## config.mk

```make
export PLATFORM = sky130hd
export DESIGN_NAME = frx_restart
export DESIGN_NICKNAME = d
export VERILOG_FILES = /design/src/verilog/frx_pkg.sv /design/src/verilog/frx_restart.sv
export VERILOG_INCLUDE_DIRS = /design/src /design/src/verilog
export SDC_FILE = /design/constraint.sdc
export NUM_CORES = 1
export LEC_CHECK = 0
export BUFFER_PORTS_ARGS = -buffer_cell sky130_fd_sc_hd__buf_2
export CORE_MARGIN = 4
export CORE_UTILIZATION = 30
export CTS_CLUSTER_DIAMETER = 100
export DETAILED_ROUTE_END_ITERATION = 8
export HOLD_SLACK_MARGIN = 0.12
export PLACE_DENSITY = 0.53
export SETUP_SLACK_MARGIN = 0.15
export SKIP_CTS_REPAIR_TIMING = 1
export SLEW_MARGIN = 30
export SYNTH_ARGS = -nofsm -noshare
export SYNTH_HDL_FRONTEND = slang
export SYNTH_SLANG_ARGS = --single-unit
```

## constraint.sdc

```tcl
create_clock -name core_clk -period 16.89 [get_ports core_clk]
set_input_delay 3.378 -clock core_clk [delete_from_list [all_inputs] [get_ports core_clk]]
set_output_delay 3.378 -clock core_clk [all_outputs]
set_load 0.02 [all_outputs]
```

## src/verilog/frx_defs.svh

```systemverilog
// constants for the faulting access restart unit
`ifndef FRX_DEFS_SVH
`define FRX_DEFS_SVH
`define FRX_ADDR_W     32
`define FRX_DATA_W     32
`define FRX_CNT_W      8
`define FRX_DEST_W     8
`define FRX_WORD_STEP  32'h0000_0004
`define FRX_FETCH_NEED 2'h2
`define FRX_FETCH_ZERO 2'h0
`define FRX_FETCH_ONE  2'h1
`define FRX_CNT_ZERO   8'h00
`define FRX_CNT_ONE    8'h01
`define FRX_ADDR_RST   32'h0000_0000
`define FRX_DATA_RST   32'h0000_0000
`endif

```

## src/verilog/frx_pkg.sv

```systemverilog
// types for the faulting access restart unit
`include "frx_defs.svh"
package frx_pkg;
	// channel control word
	typedef struct packed {
		logic                    incomplete; // access_incomplete_flag
		logic                    unneeded;   // data_unneeded_flag
		logic                    wr;         // store when set
		logic                    mult;       // multiple-word transfer
		logic [`FRX_CNT_W-1:0]   cnt;        // words left after current one
		logic [`FRX_DEST_W-1:0]  dest;       // destination or source register
	} frx_ctrl_s;
	// one external access
	typedef struct packed {
		logic [`FRX_ADDR_W-1:0]  addr;
		logic [`FRX_DATA_W-1:0]  data;
		frx_ctrl_s               ctrl;
	} frx_acc_s;
	typedef enum logic [1:0] {
		FRX_IDLE,
		FRX_WAIT_FETCH,
		FRX_ISSUE
	} frx_state_e;
endpackage

```

## src/verilog/frx_restart.sv

```systemverilog
// captures faulting channel accesses and reissues them on trap return
`include "frx_defs.svh"
module frx_restart (
	// clock and reset
	input  wire logic                core_clk,
	input  wire logic                rst,
	// accesses issued by the core
	input  wire logic                acc_start,
	input  wire frx_pkg::frx_acc_s   acc_in,
	input  wire logic                acc_done,
	input  wire logic                acc_fault,
	input  wire logic                dest_overwrite,
	// trap entry and freeze control
	input  wire logic                trap_take,
	input  wire logic                freeze_clr,
	// handler writes to channel control
	input  wire logic                ctrl_wr,
	input  wire frx_pkg::frx_ctrl_s  ctrl_wdata,
	// return instructions and fetch progress
	input  wire logic                trap_return_op,
	input  wire logic                trap_return_flush_op,
	input  wire logic                fetch_done,
	// channel register contents
	output logic                     channel_freeze_bit,
	output frx_pkg::frx_acc_s        chan_out,
	// reissue toward the channel
	output logic                     reissue_go,
	output frx_pkg::frx_acc_s        reissue_acc,
	// branch target cache invalidate
	output logic                     btc_flush
);

	////////////////////////////////////////////////////////////////
	// freeze bit

	logic frz_reg;
	logic frz_next;
	logic ret_any;

	assign ret_any = trap_return_op | trap_return_flush_op;

	// trap entry wins over clear and return
	always_comb begin
		frz_next = frz_reg;
		if (freeze_clr || ret_any) begin
			frz_next = 1'b0;
		end
		if (trap_take) begin
			frz_next = 1'b1;
		end
	end

	always_ff @(posedge core_clk or posedge rst) begin
		if (rst) begin
			frz_reg <= 1'b0;
		end else begin
			frz_reg <= frz_next;
		end
	end

	assign channel_freeze_bit = frz_reg;

	////////////////////////////////////////////////////////////////
	// channel address, data and control

	frx_pkg::frx_acc_s chan_reg;
	frx_pkg::frx_acc_s chan_next;
	logic              track;

	// no instruction address is kept, only the access itself
	assign track = !frz_reg;

	always_comb begin
		chan_next = chan_reg;
		// handler may rewrite control, e.g. drop incomplete
		if (ctrl_wr) begin
			chan_next.ctrl = ctrl_wdata;
		end
		if (track) begin
			if (acc_start) begin
				chan_next = acc_in;
				chan_next.ctrl.incomplete = 1'b1;
				chan_next.ctrl.unneeded = 1'b0;
			end else if (acc_done && chan_reg.ctrl.incomplete) begin
				if (chan_reg.ctrl.mult && chan_reg.ctrl.cnt != `FRX_CNT_ZERO) begin
					// step to the next word, still incomplete
					chan_next.addr = chan_reg.addr + `FRX_WORD_STEP;
					chan_next.ctrl.cnt = chan_reg.ctrl.cnt - `FRX_CNT_ONE;
					chan_next.ctrl.dest = chan_reg.ctrl.dest + `FRX_DEST_W'(1);
				end else begin
					// a fault in the same cycle keeps the access pending
					chan_next.ctrl.incomplete = acc_fault;
				end
			end else if (acc_fault) begin
				chan_next.ctrl.incomplete = 1'b1;
			end
			// destination overwritten: result must not be written back
			if (dest_overwrite && !acc_start && chan_reg.ctrl.incomplete
					&& !chan_reg.ctrl.wr) begin
				chan_next.ctrl.unneeded = 1'b1;
			end
		end
	end

	always_ff @(posedge core_clk or posedge rst) begin
		if (rst) begin
			chan_reg.addr <= `FRX_ADDR_RST;
			chan_reg.data <= `FRX_DATA_RST;
			chan_reg.ctrl <= '0;
		end else begin
			chan_reg <= chan_next;
		end
	end

	assign chan_out = chan_reg;

	////////////////////////////////////////////////////////////////
	// reissue sequencer

	frx_pkg::frx_state_e st_reg;
	frx_pkg::frx_state_e st_next;
	logic [1:0]          fcnt_reg;
	logic [1:0]          fcnt_next;
	logic                go_reg;
	logic                go_next;
	frx_pkg::frx_acc_s   racc_reg;
	frx_pkg::frx_acc_s   racc_next;
	logic                flush_reg;
	logic                flush_next;
	logic                restart_ok;

	// pending and still wanted
	assign restart_ok = chan_reg.ctrl.incomplete && !chan_reg.ctrl.unneeded;

	always_comb begin
		st_next    = st_reg;
		fcnt_next  = fcnt_reg;
		go_next    = 1'b0;
		racc_next  = racc_reg;
		flush_next = 1'b0;
		// invalidate only once the return executes
		if (trap_return_flush_op) begin
			flush_next = 1'b1;
		end
		unique case (st_reg)
			frx_pkg::FRX_IDLE: begin
				if (ret_any && restart_ok) begin
					fcnt_next = `FRX_FETCH_ZERO;
					// reissue from saved registers
					if (chan_reg.ctrl.mult) begin
						st_next = frx_pkg::FRX_WAIT_FETCH;
					end else begin
						st_next = frx_pkg::FRX_ISSUE;
					end
				end
			end
			frx_pkg::FRX_WAIT_FETCH: begin
				if (fetch_done) begin
					fcnt_next = fcnt_reg + `FRX_FETCH_ONE;
					if (fcnt_reg + `FRX_FETCH_ONE == `FRX_FETCH_NEED) begin
						st_next = frx_pkg::FRX_ISSUE;
					end
				end
			end
			frx_pkg::FRX_ISSUE: begin
				// same access again, so the result is unchanged
				go_next   = 1'b1;
				racc_next = chan_reg;
				st_next   = frx_pkg::FRX_IDLE;
			end
			// the fourth code is unused; fall back to idle
			default: begin
				st_next = frx_pkg::FRX_IDLE;
			end
		endcase
	end

	always_ff @(posedge core_clk or posedge rst) begin
		if (rst) begin
			st_reg    <= frx_pkg::FRX_IDLE;
			fcnt_reg  <= `FRX_FETCH_ZERO;
			go_reg    <= 1'b0;
			racc_reg  <= '0;
			flush_reg <= 1'b0;
		end else begin
			st_reg    <= st_next;
			fcnt_reg  <= fcnt_next;
			go_reg    <= go_next;
			racc_reg  <= racc_next;
			flush_reg <= flush_next;
		end
	end

	assign reissue_go  = go_reg;
	assign reissue_acc = racc_reg;
	assign btc_flush   = flush_reg;

	// fetches seen since the last accepted return, kept apart from the sequencer
	logic [1:0] fchk_reg;
	logic [1:0] fchk_next;

	// counts up to two and sticks there; an accepted return restarts it
	always_comb begin
		fchk_next = fchk_reg;
		if (ret_any && st_reg == frx_pkg::FRX_IDLE && restart_ok) begin
			fchk_next = `FRX_FETCH_ZERO;
		end else if (fetch_done && fchk_reg != `FRX_FETCH_NEED) begin
			fchk_next = fchk_reg + `FRX_FETCH_ONE;
		end
	end

	always_ff @(posedge core_clk or posedge rst) begin
		if (rst) begin
			fchk_reg <= `FRX_FETCH_ZERO;
		end else begin
			fchk_reg <= fchk_next;
		end
	end
endmodule

```

==> summary.md <==
| Metric | Value |
|---|---|
| Ys Warns | `0` |
| Die Footprint | `0.0291 mm²` |
| Netlist Area Pre-Place | `0.00793 mm²` |
| Via Count | `7211` |
| Cts bufs inserted | `17` |
| CP delay by family, top | `buffers and inverters` |
| Synth Flop Type | `dfrtp_1` |
| Startpoint types | `primary input` |
| Final hold violation count | `0` |
| Drt drc | `0` |
| Skew-Pair Late Insertion Delay | `430 ps` |
| Initial antenna violation count | `5` |
| Clock Skew | `14.3 ps` |
| Synth async-reset ratio | `1.00` |
| Netlist cell types | `58` |
| Pin count of the biggest net entering global routing | `105` |
| CP Max Fanout | `65` |
| HP Class | `reg -> reg` |
| Via density | `4.79` |
| Syn nets | `1017` |
| Final nets | `1279` |
| Crit-path cells | `buf_2 > clkinv_1 > buf_4 > nor2_4 > buf_4 > nor2_2 > a221oi_1` |
| Arr. time, crit path | `5820 ps` |
| Worst-Margin Slew | `790 ps` |
| Layout area overhead | `29.7%` |
| Fmax | `182 MHz` |
| Leak | `5.40 nW` |
| Unrepaired setup endpoints after global routing | `false` |
| FP Rows | `59` |
| DP Cell Count | `1474` |
| Most frequent cells in the layout | `nand2_1 (388), buf_2 (284), dfrtp_1 (175)` |
| Worst path slowest cell | `buf_4` |
| CTS tree | `done` |
| Pre-Repair DR Iteration Count | `5` |
| Crit share post-route | `0.326` |
| Post-synth EDFFs | `0` |
| CTS root buffer | `clkbuf_16` |
| Most common cell after layout, fill and taps aside | `nand2_1` |
| Total power draw | `1.59 mW` |
| Final ANT Viol Nets | `0` |
| CP Capture Type | `flip-flop` |
| Synth Instances | `896` |
| Clock Sinks | `175` |
| Global-route wire length before repair | `42.6 mm` |
| Number of setup violations in the final report | `0` |
| Post-Syn Area per Cell | `8.85 µm²` |
| Max-cap check violation count | `0` |
| Vias in the first global route | `7263` |
| Core area | `0.0261 mm²` |
| CTS clock-pin slew for the worst setup and hold paths | `70 ps` |
| Final WL | `27.0 mm` |
| VDD IR max | `0.0764 mV` |
| Critical Path Max Stage Delay | `630 ps` |
| Port Buffer Count | `284` |
| Critical Path RT | `17200 ps` |
| CP bufs+invs | `4` |
| Yosys reg bits | `175` |
| Share of layout cells above drive strength 1 | `0.290` |
| H-Tree Level Count | `4` |
| Post-DP HPWL | `18.3 mm` |
| Die Span X | `171 µm` |
| Most frequent CP cell | `buf_4` |
| Remaining global-route overflow | `0` |
| Outcome | `complete, no violations` |
| Rel. slew slack | `0.472` |
| Seq/Total Area, Yosys | `0.552` |
| Routed WL per cell | `17.9 µm` |
| Height of the die | `171 µm` |
| I/O pin count | `287` |
| Iteration-0 DRC count of the detailed router | `497` |
| Clock buffer depth | `2` |
| Non-Filler Instances | `1507` |
| Fillers | `2704` |
| RD Place Congestion | `0.795` |
| Setup_tns | `0 ps` |
| Initial core utilization | `0.304` |
| Kind of critical path | `in -> reg` |
| PD cells | `154 mW/mm²` |
| Slew Viols, Final | `0` |
| Tmin final | `5510 ps` |
| Total track usage | `0.186` |
[synthesized netlist by cell type, drive strengths merged, types with 3 or more instances]
master,count,share of area
o22ai,7,0.0055
a21o,3,0.0030
a21oi,23,0.015
mux2i,23,0.029
inv,10,0.0047
o211ai,3,0.0028
a22o,3,0.0033
dfrtp,175,0.55
a31oi,3,0.0024
ha,5,0.0079
nor4,5,0.0047
a22oi,16,0.015
nor3,11,0.0069
xnor2,17,0.019
nand3,21,0.013
nor2,26,0.012
a221oi,4,0.0044
clkbuf,34,0.016
a211oi,3,0.0028
o21ai,34,0.021
a311oi,3,0.0033
and4,3,0.0036
xor2,12,0.013
nand2,390,0.18
buf,16,0.0096
nand4,8,0.0063
and3,11,0.0090
[area by class of cell]
class / count / area [µm²] / share of cell area
clock buffer: 17 / 425 / 0.0414
sequential: 175 / 4380 / 0.426
tap: 335 / 419 / 0.0408
clock inverter: 15 / 170 / 0.0165
antenna: 1 / 2.50 / 0.000243
multi-input combinational: 660 / 3320 / 0.323
inverter: 11 / 50.0 / 0.00487
timing repair buffer: 293 / 1510 / 0.147
[where the power goes]
group          internal [mW]  switching, mW  total, mW
clock                  0.212          0.195      0.407
sequential             0.542         0.0954      0.638
combinational          0.179          0.364      0.543
total                  0.933          0.654       1.59
[cell families (layout without fill, tap and decap cells)]
kind of cell | after synthesis | after routing | synth area share
AND/OR/NAND/NOR | 488 | 488 | 0.253
flip-flops | 175 | 175 | 0.552
multiplexers | 23 | 23 | 0.0290
other | 0 | 1 | 0
AO/OA/AOI/OAI | 115 | 115 | 0.0942
buffers and inverters | 61 | 336 | 0.0311
adder cells (fa/ha/maj) | 5 | 5 | 0.00789
XOR/XNOR | 29 | 29 | 0.0320
[final timing paths]
kind / from / to / slack, ps / cells after the start
max in group asynchronous: rst / chan_out[34] / 12570 / 4
min in group asynchronous: rst / reissue_acc[41] / 3070 / 2
hold / removal: reissue_acc[16] / reissue_acc[16] / 470 / 2
hold reg to reg: reissue_acc[16] / reissue_acc[16] / 470 / 2
setup reg to reg: chan_out[8] / chan_out[0] / 14250 / 6
setup / recovery: acc_start / chan_out[0] / 11380 / 7
[stage by stage]
step	hold WS (ps)	instance area (µm²)	utilization	setup WS [ps]
finish	472	10300	0.395	11380
global route	488	10300	0.395	11140
floorplan	459	7930	-	8770
detailed placement	457	9690	0.372	10920
CTS	476	10300	0.395	11360
global placement	452	9650	0.370	10730
[worst reg2reg max path: stages, from the launching register on]
cell      delay [ps]
dfrtp_1          440
inv_1            160
ha_1             160
nor3b_1          440
a21o_2           580
nor2_1           350
a221oi_1         400
[per-layer routing]
layer | global-route usage | vias up | share of wire
met5 | 0 | - | 0.0010
met4 | 0.0552 | 6 | 0.019
met3 | 0.0488 | 29 | 0.079
met2 | 0.284 | 222 | 0.45
met1 | 0.262 | 3444 | 0.45
li1 | - | 3510 | -
No activity file was read; power rests on OpenSTA's default activity.
